[src/dcvi_pkg.sv]
// Package with the constants and types of the interrupt daisy chain.
`default_nettype none
package dcvi_pkg;

  // ----------------------------------------------------------------------
  // Structure
  // ----------------------------------------------------------------------
  localparam int NSRC = 3;
  localparam int NSUB = 8;
  localparam logic [3:0] TMR_DIV_LAST = 4'hF;

  // ----------------------------------------------------------------------
  // Register offsets and fields
  // ----------------------------------------------------------------------
  localparam logic [7:0] ADDR_VBASE = 8'h00;
  localparam logic [7:0] ADDR_STAT  = 8'h04;
  localparam logic [3:0] PAGE_CH    = 4'h1;
  localparam logic [3:0] PAGE_PCFG  = 4'h2;
  localparam logic [3:0] PAGE_PDAT  = 4'h3;
  localparam int CH_EN     = 0;
  localparam int CH_IE     = 1;
  localparam int CH_CNT    = 2;
  localparam int CH_TC_LSB = 8;
  localparam int PP_IE        = 2;
  localparam int PP_MASK_LSB  = 8;
  localparam int PP_MATCH_LSB = 16;
  localparam int PP_VEC_LSB   = 25;
  localparam logic [3:0][15:0] CH_CFG_RST =
    {16'h0000, 16'h0004, 16'h0000, 16'h0000};
  localparam logic [7:0] RETURN_FROM_INTERRUPT_INSTRUCTION_B0  = 8'hED;
  localparam logic [7:0] RETURN_FROM_INTERRUPT_INSTRUCTION_B1  = 8'h4D;
  localparam logic [1:0] RESP_OK  = 2'h0;
  localparam logic [1:0] RESP_ERR = 2'h2;

  // ----------------------------------------------------------------------
  // Types
  // ----------------------------------------------------------------------
  typedef enum logic [1:0] {
    PM_OUT = 2'b00, PM_IN = 2'b01, PM_BIDIR = 2'b10, PM_BIT = 2'b11
  } dcvi_pmode_t;
  typedef enum logic [0:0] {RD_IDLE = 1'b0, RD_ED = 1'b1} dcvi_return_from_interrupt_instruction_t;
  typedef struct packed {
    logic [7:0]  awaddr;  logic awvalid;
    logic [31:0] wdata;   logic [3:0] wstrb; logic wvalid;
    logic        bready;
    logic [7:0]  araddr;  logic arvalid; logic rready;
  } dcvi_axi_req_t;
  typedef struct packed {
    logic awready; logic wready;
    logic bvalid;  logic [1:0] bresp;
    logic arready; logic rvalid;
    logic [31:0] rdata; logic [1:0] rresp;
  } dcvi_axi_rsp_t;
  typedef struct packed {
    logic [7:0] cnt; logic prev; logic en; logic evt;
  } dcvi_chan_st_t;
  typedef struct packed {
    logic prev_stb; logic prev_match; logic [7:0] data; logic evt;
  } dcvi_port_st_t;
  typedef struct packed {
    dcvi_axi_rsp_t rsp;
    logic aw_hold; logic [7:0] aw_addr;
    logic w_hold;  logic [31:0] wdata; logic [3:0] wstrb;
    logic [4:0] vbase;
    logic [3:0][15:0] ch_cfg;
    logic [3:0][31:0] pp_cfg;
    logic [7:0] ip; logic [2:0] ius; logic [2:0][1:0] code;
    dcvi_return_from_interrupt_instruction_t return_from_interrupt_instruction;
    logic [3:0] div; logic tick;
    logic [39:0] sync1; logic [39:0] sync2;
    logic int_n; logic nmi_n; logic [7:0] vec; logic vec_vld;
  } dcvi_st_t;

endpackage
`default_nettype wire

[src/dcvi_chan.sv]
// One counter-timer channel: down counter with reload and zero event.
`default_nettype none
module dcvi_chan
  import dcvi_pkg::*;
(
  input  wire logic        clk_i,   // System clock.
  input  wire logic        rst_n_i, // Asynchronous reset, active low.
  input  wire logic [15:0] cfg_i,   // Channel configuration word.
  input  wire logic        tick_i,  // Prescaled timer enable pulse.
  input  wire logic        cin_i,   // Synchronised count input level.
  output logic      [7:0]  cnt_o,   // Current count.
  output logic             evt_o    // Pulse when the count expires.
);

  dcvi_chan_st_t s;
  dcvi_chan_st_t next_s;
  logic          step;
  logic [7:0]    cur;

  // A time constant of zero counts 256 steps. The first enabled cycle
  // starts from the time constant written with the enable, so a new
  // setting is never counted down from a stale reload value.
  always_comb begin
    next_s      = s;
    next_s.evt  = 1'h0;
    next_s.prev = cin_i;
    next_s.en   = cfg_i[CH_EN];
    step = cfg_i[CH_CNT] ? (cin_i & ~s.prev) : tick_i;
    cur  = s.en ? s.cnt : cfg_i[CH_TC_LSB +: 8];
    if (!cfg_i[CH_EN]) begin
      next_s.cnt = cfg_i[CH_TC_LSB +: 8];
    end else if (step) begin
      if (cur == 8'h01) begin
        next_s.cnt = cfg_i[CH_TC_LSB +: 8];
        next_s.evt = 1'h1;
      end else begin
        next_s.cnt = cur - 8'h01;
      end
    end else begin
      next_s.cnt = cur;
    end
  end

  always_ff @(posedge clk_i or negedge rst_n_i) begin
    if (!rst_n_i) begin
      s <= '0;
    end else begin
      s <= next_s;
    end
  end

  assign cnt_o = s.cnt;
  assign evt_o = s.evt;

endmodule // dcvi_chan
`default_nettype wire

[src/dcvi_port.sv]
// One parallel port half: byte strobe or status match event.
`default_nettype none
module dcvi_port
  import dcvi_pkg::*;
(
  input  wire logic        clk_i,   // System clock.
  input  wire logic        rst_n_i, // Asynchronous reset, active low.
  input  wire logic [31:0] cfg_i,   // Port configuration word.
  input  wire logic        stb_i,   // Synchronised transfer request.
  input  wire logic [7:0]  stat_i,  // Synchronised peripheral lines.
  output logic      [7:0]  data_o,  // Byte latched on a transfer in input or bidirectional mode.
  output logic             evt_o    // Pulse on a new interrupt cause.
);

  dcvi_port_st_t s;
  dcvi_port_st_t next_s;
  dcvi_pmode_t   mode;
  logic          match;

  always_comb begin
    next_s          = s;
    mode            = dcvi_pmode_t'(cfg_i[1:0]);
    match = ((stat_i ^ cfg_i[PP_MATCH_LSB +: 8])
             & cfg_i[PP_MASK_LSB +: 8]) == 8'h00;
    next_s.prev_stb   = stb_i;
    next_s.prev_match = match;
    next_s.evt        = 1'h0;
    if (mode == PM_BIT) begin
      next_s.evt = match & ~s.prev_match;
    end else if (stb_i && !s.prev_stb) begin
      next_s.evt = 1'h1;
      if (mode != PM_OUT) begin
        next_s.data = stat_i;
      end
    end
  end

  always_ff @(posedge clk_i or negedge rst_n_i) begin
    if (!rst_n_i) begin
      s <= '0;
    end else begin
      s <= next_s;
    end
  end

  assign data_o = s.data;
  assign evt_o  = s.evt;

endmodule // dcvi_port
`default_nettype wire

[src/dcvi_chain.sv]
// Vectored interrupt daisy chain with counter-timer and two ports.
//
// How it works
// - Three sources share one chain: counter-timer, keyboard port, printer.
// - Fixed priority: counter-timer first, keyboard port, printer last.
// - Lower sources never interrupt higher ones; higher ones may nest.
// - Counter-timer picks its lowest-numbered requesting channel.
// - The priority winner returns an 8-bit vector on acknowledge.
// - Counter-timer vector bits 7..3 are a stored, software-written base.
// - Counter-timer vector bits 2..1 give the winning channel number.
// - Vector bit 0 is always zero for every source.
// - Fetched return-from-interrupt opcodes end the current service.
// - Inside a port unit, port A beats port B.
// - Byte modes interrupt on each new peripheral transfer request.
// - Bit mode interrupts when masked status equals programmed value.
// - Ports A and B each keep their own vector.
// - Printer port behaves as keyboard port, last in chain.
// - Only the maskable interrupt output is used; NMI stays idle.
// - Four counter-timer channels each raise their own interrupt.
// - Channel 2 is set to count vertical sync pulses after reset, but starts disabled.
// - Channels 0, 1 and 3 are set as timers after reset, but start disabled.
//
// Design decisions made here: the AXI4-Lite register port and the register addresses.
`default_nettype none
module dcvi_chain
  import dcvi_pkg::*;
(
  input  wire logic              CLK_SYS_I, // 20 MHz system clock.
  input  wire logic              RST_N_I,   // Async reset, active low.
  input  wire dcvi_axi_req_t     AXI_REQ_I, // AXI4-Lite requests.
  output dcvi_axi_rsp_t          AXI_RSP_O, // AXI4-Lite responses.
  input  wire logic              IACK_I,    // Acknowledge cycle pulse.
  input  wire logic              FETCH_I,   // Opcode fetch strobe.
  input  wire logic [7:0]        DBUS_I,    // Snooped data bus.
  input  wire logic [3:0]        CNT_I,     // Channel count pins.
  input  wire logic [3:0]        STB_I,     // Port transfer requests.
  input  wire logic [3:0][7:0]   PSTAT_I,   // Port peripheral lines.
  output logic                   INT_N_O,   // Maskable interrupt, low.
  output logic                   NMI_N_O,   // Non-maskable, held high.
  output logic [7:0]             VEC_O,     // Interrupt vector.
  output logic                   VEC_VLD_O  // Vector valid pulse.
);

  // ----------------------------------------------------------------------
  // Declarations
  // ----------------------------------------------------------------------
  dcvi_st_t         s;
  dcvi_st_t         next_s;
  logic [3:0]       cnt_s;
  logic [3:0]       stb_s;
  logic [3:0][7:0]  stat_s;
  logic [3:0][7:0]  ch_cnt;
  logic [3:0]       ch_evt;
  logic [3:0][7:0]  pp_data;
  logic [3:0]       pp_evt;
  logic [7:0]       ev;
  logic [2:0]       src_ip;
  logic [2:0]       pin;
  logic [2:0]       req;
  logic [1:0]       win;
  logic             win_any;
  logic [1:0]       sub;
  logic [7:0]       win_vec;
  logic [7:0]       clr;
  logic             return_from_interrupt_instruction;
  logic [31:0]      wmask;
  logic [31:0]      rd;
  logic [1:0]       rresp;

  assign cnt_s  = s.sync2[39:36];
  assign stb_s  = s.sync2[35:32];
  assign stat_s = s.sync2[31:0];

  // ----------------------------------------------------------------------
  // Sources
  // ----------------------------------------------------------------------
  // four counting channels
  for (genvar i = 0; i < 4; i++) begin : g_ch
    dcvi_chan u_chan (
      .clk_i   (CLK_SYS_I),
      .rst_n_i (RST_N_I),
      .cfg_i   (s.ch_cfg[i]),
      .tick_i  (s.tick),
      .cin_i   (cnt_s[i]),
      .cnt_o   (ch_cnt[i]),
      .evt_o   (ch_evt[i])
    );
  end

  for (genvar i = 0; i < 4; i++) begin : g_pp
    dcvi_port u_port (
      .clk_i   (CLK_SYS_I),
      .rst_n_i (RST_N_I),
      .cfg_i   (s.pp_cfg[i]),
      .stb_i   (stb_s[i]),
      .stat_i  (stat_s[i]),
      .data_o  (pp_data[i]),
      .evt_o   (pp_evt[i])
    );
  end

  // ----------------------------------------------------------------------
  // Chain arbitration
  // ----------------------------------------------------------------------
  always_comb begin
    for (int i = 0; i < 4; i++) begin
      ev[i]     = ch_evt[i] & s.ch_cfg[i][CH_IE];
      ev[4 + i] = pp_evt[i] & s.pp_cfg[i][PP_IE];
    end
    src_ip[0] = |s.ip[3:0];
    src_ip[1] = |s.ip[5:4];
    src_ip[2] = |s.ip[7:6];
    pin[0] = 1'h1;
    for (int i = 1; i < NSRC; i++) begin
      pin[i] = pin[i - 1] & ~src_ip[i - 1] & ~s.ius[i - 1];
    end
    req = src_ip & pin & ~s.ius;
    win_any = |req;
    win     = req[0] ? 2'h0 : (req[1] ? 2'h1 : (req[2] ? 2'h2 : 2'h0));
    sub = 2'h3;
    if (win == 2'h0) begin
      for (int i = 3; i >= 0; i--) begin
        if (s.ip[i]) begin
          sub = 2'(i);
        end
      end
    end else begin
      sub = s.ip[{1'h1, win[1], 1'h0}] ? 2'h0 : 2'h1;
    end
    if (win == 2'h0) begin
      win_vec = {s.vbase, sub, 1'h0};
    end else begin
      win_vec = {s.pp_cfg[{win[1], sub[0]}][PP_VEC_LSB +: 7], 1'h0};
    end
  end

  // ----------------------------------------------------------------------
  // Return-from-interrupt snoop
  // ----------------------------------------------------------------------
  // two-byte opcode decode
  assign return_from_interrupt_instruction = FETCH_I && (s.return_from_interrupt_instruction == RD_ED) && (DBUS_I == RETURN_FROM_INTERRUPT_INSTRUCTION_B1);

  // ----------------------------------------------------------------------
  // Register read decode
  // ----------------------------------------------------------------------
  always_comb begin
    rd    = 32'h0000_0000;
    rresp = RESP_OK;
    if (AXI_REQ_I.araddr == ADDR_VBASE) begin
      rd = {24'h00_0000, s.vbase, 3'h0};
    end else if (AXI_REQ_I.araddr == ADDR_STAT) begin
      rd = {10'h000, s.code, 5'h00, s.ius, s.ip};
    end else if (AXI_REQ_I.araddr[7:4] == PAGE_CH) begin
      rd = {8'h00, ch_cnt[AXI_REQ_I.araddr[3:2]],
            s.ch_cfg[AXI_REQ_I.araddr[3:2]]};
    end else if (AXI_REQ_I.araddr[7:4] == PAGE_PCFG) begin
      rd = s.pp_cfg[AXI_REQ_I.araddr[3:2]];
    end else if (AXI_REQ_I.araddr[7:4] == PAGE_PDAT) begin
      rd = {24'h00_0000, pp_data[AXI_REQ_I.araddr[3:2]]};
    end else begin
      rresp = RESP_ERR;
    end
  end

  // ----------------------------------------------------------------------
  // Next state
  // ----------------------------------------------------------------------
  always_comb begin
    next_s       = s;
    next_s.sync1 = {CNT_I, STB_I, PSTAT_I};
    next_s.sync2 = s.sync1;
    next_s.tick  = (s.div == TMR_DIV_LAST);
    next_s.div   = s.div + 4'h1;
    next_s.nmi_n   = 1'h1;
    next_s.vec_vld = 1'h0;
    clr = 8'h00;
    for (int i = 0; i < 4; i++) begin
      wmask[8 * i +: 8] = {8{s.wstrb[i]}};
    end

    if (IACK_I && win_any) begin
      next_s.vec      = win_vec;
      next_s.vec_vld  = 1'h1;
      next_s.ius[win] = 1'h1;
      next_s.code[win] = sub;
      clr[(win == 2'h0) ? {1'h0, sub} : {1'h1, win[1], sub[0]}] = 1'h1;
    end

    // Innermost nested service is the highest in-service source.
    if (return_from_interrupt_instruction && s.ius != 3'h0) begin
      next_s.ius[s.ius[0] ? 2'h0 : (s.ius[1] ? 2'h1 : 2'h2)] = 1'h0;
    end

    case (s.return_from_interrupt_instruction)
      RD_IDLE: begin
        if (FETCH_I && DBUS_I == RETURN_FROM_INTERRUPT_INSTRUCTION_B0) begin
          next_s.return_from_interrupt_instruction = RD_ED;
        end
      end
      RD_ED: begin
        if (FETCH_I) begin
          next_s.return_from_interrupt_instruction = RD_IDLE;
        end
      end
      default: next_s.return_from_interrupt_instruction = RD_IDLE;
    endcase

    next_s.ip = (s.ip & ~clr) | ev;
    next_s.int_n = ~win_any;

    // Write channel, addresses and data in either order.
    if (AXI_REQ_I.awvalid && s.rsp.awready) begin
      next_s.aw_hold = 1'h1;
      next_s.aw_addr = AXI_REQ_I.awaddr;
    end
    if (AXI_REQ_I.wvalid && s.rsp.wready) begin
      next_s.w_hold = 1'h1;
      next_s.wdata  = AXI_REQ_I.wdata;
      next_s.wstrb  = AXI_REQ_I.wstrb;
    end
    if (s.rsp.bvalid && AXI_REQ_I.bready) begin
      next_s.rsp.bvalid = 1'h0;
    end
    if (s.aw_hold && s.w_hold && !s.rsp.bvalid) begin
      next_s.aw_hold    = 1'h0;
      next_s.w_hold     = 1'h0;
      next_s.rsp.bvalid = 1'h1;
      next_s.rsp.bresp  = RESP_OK;
      if (s.aw_addr == ADDR_VBASE) begin
        if (s.wstrb[0]) begin
          next_s.vbase = s.wdata[7:3];
        end
      end else if (s.aw_addr[7:4] == PAGE_CH) begin
        next_s.ch_cfg[s.aw_addr[3:2]] =
          (s.ch_cfg[s.aw_addr[3:2]] & ~wmask[15:0])
          | (s.wdata[15:0] & wmask[15:0]);
      end else if (s.aw_addr[7:4] == PAGE_PCFG) begin
        next_s.pp_cfg[s.aw_addr[3:2]] =
          (s.pp_cfg[s.aw_addr[3:2]] & ~wmask) | (s.wdata & wmask);
      end else if (s.aw_addr != ADDR_STAT &&
                   s.aw_addr[7:4] != PAGE_PDAT) begin
        next_s.rsp.bresp = RESP_ERR;
      end
    end
    next_s.rsp.awready = ~next_s.aw_hold & ~next_s.rsp.bvalid;
    next_s.rsp.wready  = ~next_s.w_hold & ~next_s.rsp.bvalid;

    // Read channel, one outstanding read.
    if (s.rsp.rvalid && AXI_REQ_I.rready) begin
      next_s.rsp.rvalid = 1'h0;
    end
    if (AXI_REQ_I.arvalid && s.rsp.arready) begin
      next_s.rsp.rvalid = 1'h1;
      next_s.rsp.rdata  = rd;
      next_s.rsp.rresp  = rresp;
    end
    next_s.rsp.arready = ~next_s.rsp.rvalid;
  end

  // ----------------------------------------------------------------------
  // State register
  // ----------------------------------------------------------------------
  always_ff @(posedge CLK_SYS_I or negedge RST_N_I) begin
    if (!RST_N_I) begin
      s <= '0;
      s.int_n <= 1'h1;
      s.nmi_n <= 1'h1;
      s.ch_cfg <= CH_CFG_RST;
      s.rsp.awready <= 1'h1;
      s.rsp.wready  <= 1'h1;
      s.rsp.arready <= 1'h1;
    end else begin
      s <= next_s;
    end
  end

  assign AXI_RSP_O = s.rsp;
  assign INT_N_O   = s.int_n;
  assign NMI_N_O   = s.nmi_n;
  assign VEC_O     = s.vec;
  assign VEC_VLD_O = s.vec_vld;

  // ----------------------------------------------------------------------
  // Assertions
  // ----------------------------------------------------------------------
  property p_vec_even;
    @(posedge CLK_SYS_I) disable iff (!RST_N_I)
      VEC_VLD_O |-> (VEC_O[0] == 1'b0);
  endproperty
  a_vec_even: assert property (p_vec_even)
    else $error("Vector bit zero is set.");
  property p_ack_vec;
    @(posedge CLK_SYS_I) disable iff (!RST_N_I)
      (IACK_I && win_any) |=> VEC_VLD_O ##1 !VEC_VLD_O[*1];
  endproperty
  a_ack_vec: assert property (p_ack_vec)
    else $error("Acknowledge gave no one-cycle vector.");
  property p_ctc_vec;
    @(posedge CLK_SYS_I) disable iff (!RST_N_I)
      (IACK_I && req[0]) |=>
        (VEC_O == {$past(s.vbase), $past(sub), 1'b0});
  endproperty
  a_ctc_vec: assert property (p_ctc_vec)
    else $error("Counter-timer vector is wrong.");
  property p_no_lower;
    @(posedge CLK_SYS_I) disable iff (!RST_N_I)
      (s.ius[0] || src_ip[0]) |-> (req[2:1] == 2'b00);
  endproperty
  a_no_lower: assert property (p_no_lower)
    else $error("Lower source requests over a higher one.");
  property p_top_wins;
    @(posedge CLK_SYS_I) disable iff (!RST_N_I)
      (IACK_I && src_ip[0] && !s.ius[0]) |=> s.ius[0];
  endproperty
  a_top_wins: assert property (p_top_wins)
    else $error("Counter-timer lost the acknowledge.");
  property p_return_from_interrupt_instruction_done;
    @(posedge CLK_SYS_I) disable iff (!RST_N_I)
      (return_from_interrupt_instruction && s.ius != 3'b000 && !IACK_I) |=>
        (($past(s.ius) & ~s.ius) != 3'b000);
  endproperty
  a_return_from_interrupt_instruction_done: assert property (p_return_from_interrupt_instruction_done)
    else $error("Return did not end a service.");
  property p_nmi_idle;
    @(posedge CLK_SYS_I) disable iff (!RST_N_I)
      NMI_N_O;
  endproperty
  a_nmi_idle: assert property (p_nmi_idle)
    else $error("Non-maskable line was driven.");
  property p_port_a_first;
    @(posedge CLK_SYS_I) disable iff (!RST_N_I)
      (IACK_I && req[1] && s.ip[4] && s.ip[5]) |=>
        (VEC_O[7:1] == $past(s.pp_cfg[0][31:25])) && s.ip[5];
  endproperty
  a_port_a_first: assert property (p_port_a_first)
    else $error("Port B served ahead of port A.");
  property p_block_below;
    @(posedge CLK_SYS_I) disable iff (!RST_N_I)
      (src_ip[0] || s.ius[0]) |-> !pin[1] && !pin[2];
  endproperty
  a_block_below: assert property (p_block_below)
    else $error("Priority passed a busy source.");
  property p_int_line;
    @(posedge CLK_SYS_I) disable iff (!RST_N_I)
      win_any |=> !INT_N_O;
  endproperty
  a_int_line: assert property (p_int_line)
    else $error("Request did not reach the interrupt line.");

endmodule // dcvi_chain
`default_nettype wire

[config.mk]
export PLATFORM = sky130hd
export DESIGN_NAME = dcvi_chain
export DESIGN_NICKNAME = d
export VERILOG_FILES = /design/src/dcvi_pkg.sv /design/src/dcvi_chan.sv /design/src/dcvi_port.sv /design/src/dcvi_chain.sv
export SDC_FILE = /design/constraint.sdc
export NUM_CORES = 1
export LEC_CHECK = 0
export BUFFER_PORTS_ARGS = -buffer_cell sky130_fd_sc_hd__buf_4
export CORE_MARGIN = 5
export CORE_UTILIZATION = 40
export DETAILED_ROUTE_END_ITERATION = 8
export GPL_ROUTABILITY_DRIVEN = 0
export HOLD_SLACK_MARGIN = 0.06
export PLACE_DENSITY_LB_ADDON = 0.12
export SETUP_SLACK_MARGIN = 0.3
export SLEW_MARGIN = 20
export SYNTH_ARGS = -nofsm -noshare
export SYNTH_HDL_FRONTEND = slang
export SYNTH_SLANG_ARGS = --single-unit
[constraint.sdc]
create_clock -name CLK_SYS_I -period 2.8 [get_ports CLK_SYS_I]
set_input_delay 0.28 -clock CLK_SYS_I [delete_from_list [all_inputs] [get_ports CLK_SYS_I]]
set_output_delay 0.28 -clock CLK_SYS_I [all_outputs]
set_load 0.02 [all_outputs]
==> results.py, run 1 <==
metrics = {
    "synthesis": {
        "yosys.area_share.xor_xnor_pct": 1.437,
        "async_reset_ff_share_pct": 100.0,
        "synth-edff-count": 0,
        "synth.most_common_cell": "dfrtp_1",
        "synth_area_um2": 23160,
        "synth_common_cells": "dfrtp_1 (477), mux2_2 (227), nand2_1 (146), o21ai_0 (118), mux4_2 (112)",
        "syn_inst": 1799,
        "synthMuxAreaShare_pct": 23.65,
        "synth_flop_cell": "dfrtp_1",
        "synth_top_family_by_area": "multiplexers",
        "ys_top_cells_by_area": "dfrtp_1 (52%), mux2_2 (11%), mux4_2 (11%)",
        "syn_area_per_cell_um2": 12.87,
        "synth_top_area_share_pct": 51.54,
        "synth_cell_type_count": 84,
        "synthSimpleGateAreaFrac_pct": 7.688,
        "synth_fa_ha_area_share_pct": 0.4862,
        "ys_ff_latch": 482,
        "synth-compound-area-share_pct": 10.11,
        "yosysWarnings": 0,
        "yosysSeqAreaShare_pct": 52.11,
        "yosys.area.top_type": "dfrtp_1",
    },
    "timing": {
        "hold_viol": 0,
        "period_needed_ns": 2.313,
        "slew_viol_final": 0,
        "min_period_over_period_pct": 82.62,
        "setup_ws_ns": 0.4866,
        "rsz0062_at_grt": "false",
        "slew-limit-headroom_pct": 36.79,
        "setup_violations": 0,
        "skew_ns": 0.03581,
        "setup_tns_ns": 0,
        "holdWs_ns": 0.1030,
        "fmax_mhz": 432.3,
        "tightest_slew_ns": 0.9447,
    },
    "die": {
        "core_um2": 57480,
        "die_area_um2": 62810,
        "row_count": 88,
        "start_util_pct": 40.29,
        "io_pins": 161,
        "dieWidth_um": 250.6,
        "die_h_um": 250.6,
    },
    "clocking": {
        "clk_path_buf_depth": 3,
        "clk_pin_slew_ns": 0.06,
        "cts_root_buf": "clkbuf_16",
        "cts.sinks": 482,
        "cts_buffers": 52,
        "htreeDepth": 2,
        "clkLatencyLatePin_ns": 0.62,
        "cts.repair.resized": 0,
        "cts_tree": "done",
    },
    "drt": {
        "final_antenna_net_count": 0,
        "wl_per_cell_um": 24.34,
        "dr.pass1.iters": 5,
        "drc": 0,
        "dr.first_iter.drc_count": 1084,
        "vias_per_cell": 5.592,
        "routed_wl_um": 69030,
        "vias": 15859,
    },
    "placed_design": {
        "hpwl_um": 47900,
        "io_buffers": 156,
        "dp_slack_ns": 0.4882,
    },
    "finish": {
        "nets": 2144,
        "area_delta_synth_final_pct": 21.03,
        "drive_above_1_share_pct": 33.96,
    },
    "power_and_ir_drop": {
        "peakVddDrop_mv": 0.4589,
        "p_leak_nw": 12.47,
        "power.density_nw_per_um2": 942.1,
    },
    "setup_path": {
        "cp-end-kind": "flip-flop",
        "worstPathCellList": "buf_4 -> mux4_2 -> inv_1 -> o21ai_1 -> mux2_2",
        "path_class": "flip-flop to flip-flop",
        "cp-start-kind": "flip-flop",
        "worstPathRequired_ns": 3.27,
        "critPathSlowestCell": "dfrtp_4",
        "critPathMaxStageDelay_ns": 0.83,
        "worstPathArrival_ns": 2.79,
        "crit_fanout": 29,
    },
    "run_status": {
        "status": "completed",
    },
    "run": {
        "cap_violations": 0,
    },
    "global_routing": {
        "grt_pass1_wl_um": 105600,
        "track_usage_pct": 21.83,
        "grt_pass1_vias": 16596,
        "gr-total-overflow": 0,
        "grt_max_degree": 81,
        "antenna_found_initial": 1,
    },
    "hold_path": {
        "holdCritPathClass": "input port to flip-flop",
    },
}
==> worst max-delay path: cells and delay by family (launching register included) <==
kind,cells,cell delay [ns]
mux,2,0.82
buf+inv,2,0.39
flops,1,0.83
compound gates,1,0.10
==> metrics by stage <==
| step | utilization (%) | power [W] | area [um^2] | cells |
|---|---|---|---|---|
| after floorplan | - | 0.01578 | 23170 | 1801 |
| after global placement | 43.72 | 0.01855 | 25130 | 2642 |
| after detailed placement | 43.72 | 0.01871 | 25130 | 2642 |
| after CTS | 48.76 | 0.02663 | 28030 | 2835 |
| after global routing | 48.76 | 0.02778 | 28030 | 2835 |
| final | 48.77 | 0.02641 | 28030 | 2836 |
==> per-layer routing <==
metal / up-vias / GRT usage, % / part of all wire, %
met5: - / 0 / 0
met4: 0 / 6.970 / 3.0
met3: 106 / 3.769 / 5.3
met2: 416 / 34.90 / 47
met1: 8257 / 30.60 / 45
li1: 7080 / - / -
==> state kept, by name (all words and copies together), names as in the netlist, 4 cells and up <==
register / count
s: 302
g_pp.u_port.evt_o: 4
AXI_RSP_O: 39
g_ch.u_chan.cnt_o: 32
VEC_O: 7
g_ch.u_chan.evt_o: 4
g_ch.u_chan.s: 8
next_s: 40
g_pp.u_port.s: 8
cnt_s: 4
g_pp.u_port.data_o: 32
==> cell usage in the layout (no fill, tap or decap), drive strengths merged, types with 6 or more instances in the layout <==
| cell type | synthesis | layout |
|---|---|---|
| o221ai | 8 | 8 |
| a31oi | 9 | 9 |
| o31ai | 6 | 6 |
| dlygate4sd3 | 0 | 95 |
| o21ai | 149 | 149 |
| nand3b | 10 | 10 |
| ha | 9 | 9 |
| a221oi | 6 | 6 |
| clkbuf | 42 | 66 |
| mux2i | 36 | 36 |
| buf | 103 | 221 |
| nand2 | 147 | 147 |
| a2bb2oi | 6 | 6 |
| o211ai | 10 | 10 |
| clkinv | 0 | 17 |
| bufinv | 0 | 10 |
| nor3 | 28 | 28 |
| nor4b | 6 | 6 |
| nor2b | 11 | 11 |
| dfrtp | 477 | 477 |
| nor3b | 13 | 13 |
| a21o | 6 | 6 |
| a22oi | 33 | 33 |
| nand2b | 8 | 8 |
| mux4 | 112 | 112 |
| a21oi | 34 | 34 |
| nor2 | 46 | 46 |
| mux2 | 229 | 229 |
| inv | 58 | 59 |
| a22o | 31 | 31 |
| xor2 | 33 | 33 |
| a32o | 12 | 12 |
| and2 | 10 | 10 |
| nand3 | 17 | 17 |
| nor4 | 11 | 11 |
==> what timing repair did <==
| action | 4_1_cts | 5_1_grt |
|---|---|---|
| buffers inserted | 0 | 0 |
| endpoints found under the hold margin | 181 | 0 |
| hold buffers | 95 | 0 |
==> layout make-up <==
cell class                 count  area [um^2]
antenna                        1        2.502
clock buffer                  66         1475
clock inverter                32        471.7
fill                        5087        29450
inverter                      58        217.7
multi-input combinational   1116        10080
sequential                   482        12070
tap                          765        957.2
timing repair buffer         316         2755
==> final timing paths <==
| kind | startpoint | end | slack [ns] | cells after the start |
|---|---|---|---|---|
| min reg2reg | next_s[40] | s[40] | 0.32 | 0 |
| max | s[350] | s[159] | 0.49 | 5 |
| max in group asynchronous | RST_N_I | s[125] | 1.69 | 3 |
| min in group asynchronous | RST_N_I | next_s[47] | 0.24 | 2 |
| max reg2reg | s[350] | s[159] | 0.49 | 5 |
| min | AXI_REQ_I[10] | AXI_RSP_O[39] | 0.10 | 3 |
==> logic make-up after synthesis <==
kind of cell	Yosys count
adders and majority gates	9
DFF	482
other	2
xor gates and xnor gates	38
muxes	377
buffers and inverters	203
and+or+nand+nor	339
AOI/OAI and AO/OA	349
==> report_power, final <==
| group | leakage [nW] | total, W | internal (W) | switching [W] |
|---|---|---|---|---|
| sequential | 6.29 | 0.0107 | 0.00871 | 0.00202 |
| combinational | 5.22 | 0.00800 | 0.00386 | 0.00414 |
| clock | 0.953 | 0.00768 | 0.00468 | 0.00301 |
| total | 12.5 | 0.0264 | 0.0172 | 0.00916 |
Power figures use the tool's default switching activity.
==> run 2, diff against run 1 <==
- clock period: 2.8 -> 2.2 ns (I/O delays scaled with it)
==> results.py, run 2 (synthesis results as in run 1) <==
metrics = {
    "finish": {
        "nets": 2233,
        "area_delta_synth_final_pct": 27.73,
        "largest_reg_flops": 302,
        "fin_cells": 2924,
        "layout_common_cells": "dfrtp_1 (467), buf_4 (260), mux2_2 (223)",
        "diodes": 0,
        "final_common_cell": "dfrtp_1",
        "regMostFlops": "s",
        "drive_above_1_share_pct": 40.11,
    },
    "timing": {
        "hold_viol": 0,
        "rsz0062_at_grt": "true",
        "slew_viol_final": 0,
        "slew-limit-headroom_pct": 35.78,
        "holdWs_ns": 0.08779,
        "setup_ws_ns": 0.2871,
        "tightest_slew_ns": 0.9598,
        "fmax_mhz": 522.8,
        "skew_ns": 0.02700,
        "min_period_over_period_pct": 86.95,
        "period_needed_ns": 1.913,
        "setup_tns_ns": 0,
        "setup_violations": 0,
    },
    "setup_path": {
        "cp-end-kind": "flip-flop",
        "critPathMaxStageDelay_ns": 0.52,
        "path_class": "flip-flop to flip-flop",
        "crit_family": "multiplexers",
        "worst-path-buf-inv": 2,
        "crit_fanout": 12,
        "cp.depth": 5,
        "critPathSlowestCell": "dfrtp_4",
        "worstPathCellList": "buf_12 -> mux4_2 -> inv_1 -> o21ai_0 -> mux2_1",
        "worstPathRequired_ns": 2.68,
        "cp-start-kind": "flip-flop",
        "ff2ff_path_depth": 5,
        "worstPathArrival_ns": 2.39,
    },
    "power_and_ir_drop": {
        "power.density_nw_per_um2": 1195,
        "p_leak_nw": 13.09,
        "peakVddDrop_mv": 0.7455,
    },
    "drt": {
        "final_antenna_net_count": 0,
        "dr.pass1.iters": 5,
        "vias": 16409,
        "dr.first_iter.drc_count": 1188,
        "vias_per_cell": 5.612,
        "routed_wl_um": 72480,
        "drc": 0,
        "wl_per_cell_um": 24.79,
    },
    "hold_path": {
        "holdCritPathClass": "input port to async pin",
    },
    "die": {
        "row_count": 88,
        "die_area_um2": 62810,
        "io_pins": 161,
        "start_util_pct": 40.29,
        "dieWidth_um": 250.6,
        "core_um2": 57480,
        "die_h_um": 250.6,
    },
    "run": {
        "cap_violations": 0,
    },
    "global_routing": {
        "grt_max_degree": 69,
        "gr-total-overflow": 0,
        "antenna_found_initial": 1,
        "grt_pass1_vias": 17281,
        "grt_pass1_wl_um": 110500,
        "track_usage_pct": 22.77,
    },
    "clocking": {
        "cts_buffers": 53,
        "clk_path_buf_depth": 3,
        "cts_root_buf": "clkbuf_16",
        "htreeDepth": 2,
        "clk_pin_slew_ns": 0.06,
        "clkLatencyLatePin_ns": 0.63,
        "cts_tree": "done",
        "cts.sinks": 482,
    },
    "placed_design": {
        "io_buffers": 156,
        "hpwl_um": 50080,
        "dp_cells": 2690,
        "dp_slack_ns": 0.08302,
    },
    "run_status": {
        "status": "completed",
    },
}
run 2: cell types whose count changed in the layout (fill, tap and decap cells not counted), sizes merged:
| cell | change |
|---|---|
| clkinvlp | -2 |
| clkinv | +1 |
| dlygate4sd3 | +1 |
| bufinv | -4 |
| bufbuf | +1 |
| diode | -1 |
| clkbuf | +9 |
| buf | +83 |
run 2: final cells by class:
class | count | area [um^2]
multi-input cells | 1116 | 10650
repair buffers | 404 | 3825
clock inverters | 27 | 341.6
inverters | 58 | 220.2
well taps | 765 | 957.2
flip-flops and latches | 482 | 12080
clock buffers | 72 | 1508
fillers | 4915 | 27900
run 2: routing by layer:
layer | up-vias | GRT usage (%) | wire (um)
met1 | 8575 | 32.41 | 31920
met5 | - | 0 | 0
met4 | 0 | 6.518 | 2060
li1 | 7243 | - | -
met3 | 107 | 3.489 | 4167
met2 | 484 | 36.54 | 34330
run 2: power by group:
part / switching [W] / total (W) / leakage [nW] / internal [W]
Combinational: 0.00609 / 0.0123 / 5.90 / 0.00622
Sequential: 0.00253 / 0.0136 / 6.28 / 0.0111
Clock: 0.00386 / 0.00940 / 0.917 / 0.00553
run 2: final timing paths:
| path | from | endpoint | slack, ns |
|---|---|---|---|
| setup / recovery | s[350] | s[265] | 0.29 |
| hold / removal | RST_N_I | next_s[49] | 0.09 |
| setup reg to reg | s[350] | s[265] | 0.29 |
| hold reg to reg | next_s[24] | s[24] | 0.34 |
| max in group asynchronous | RST_N_I | AXI_RSP_O[39] | 1.25 |
| min in group CLK_SYS_I | DBUS_I[1] | s[103] | 0.17 |
run 2: timing repair:
item                       CTS  global route
buffers inserted            15            18
hold buffers                96             0
cloned                       2             4
gates resized for setup     47            95
setup endpoints to repair  181           231
hold endpoints to repair   576             0
pin swaps                    3            17
run 2: through the flow:
step	total power (W)	instance area (um^2)	utilization [%]
after detailed placement	0.02432	25700	44.71
after floorplan	0.02013	23210	-
after global placement	0.02407	25700	44.71
final	0.03534	29580	51.47
after global routing	0.03719	29580	51.47
after CTS	0.03448	28930	50.33
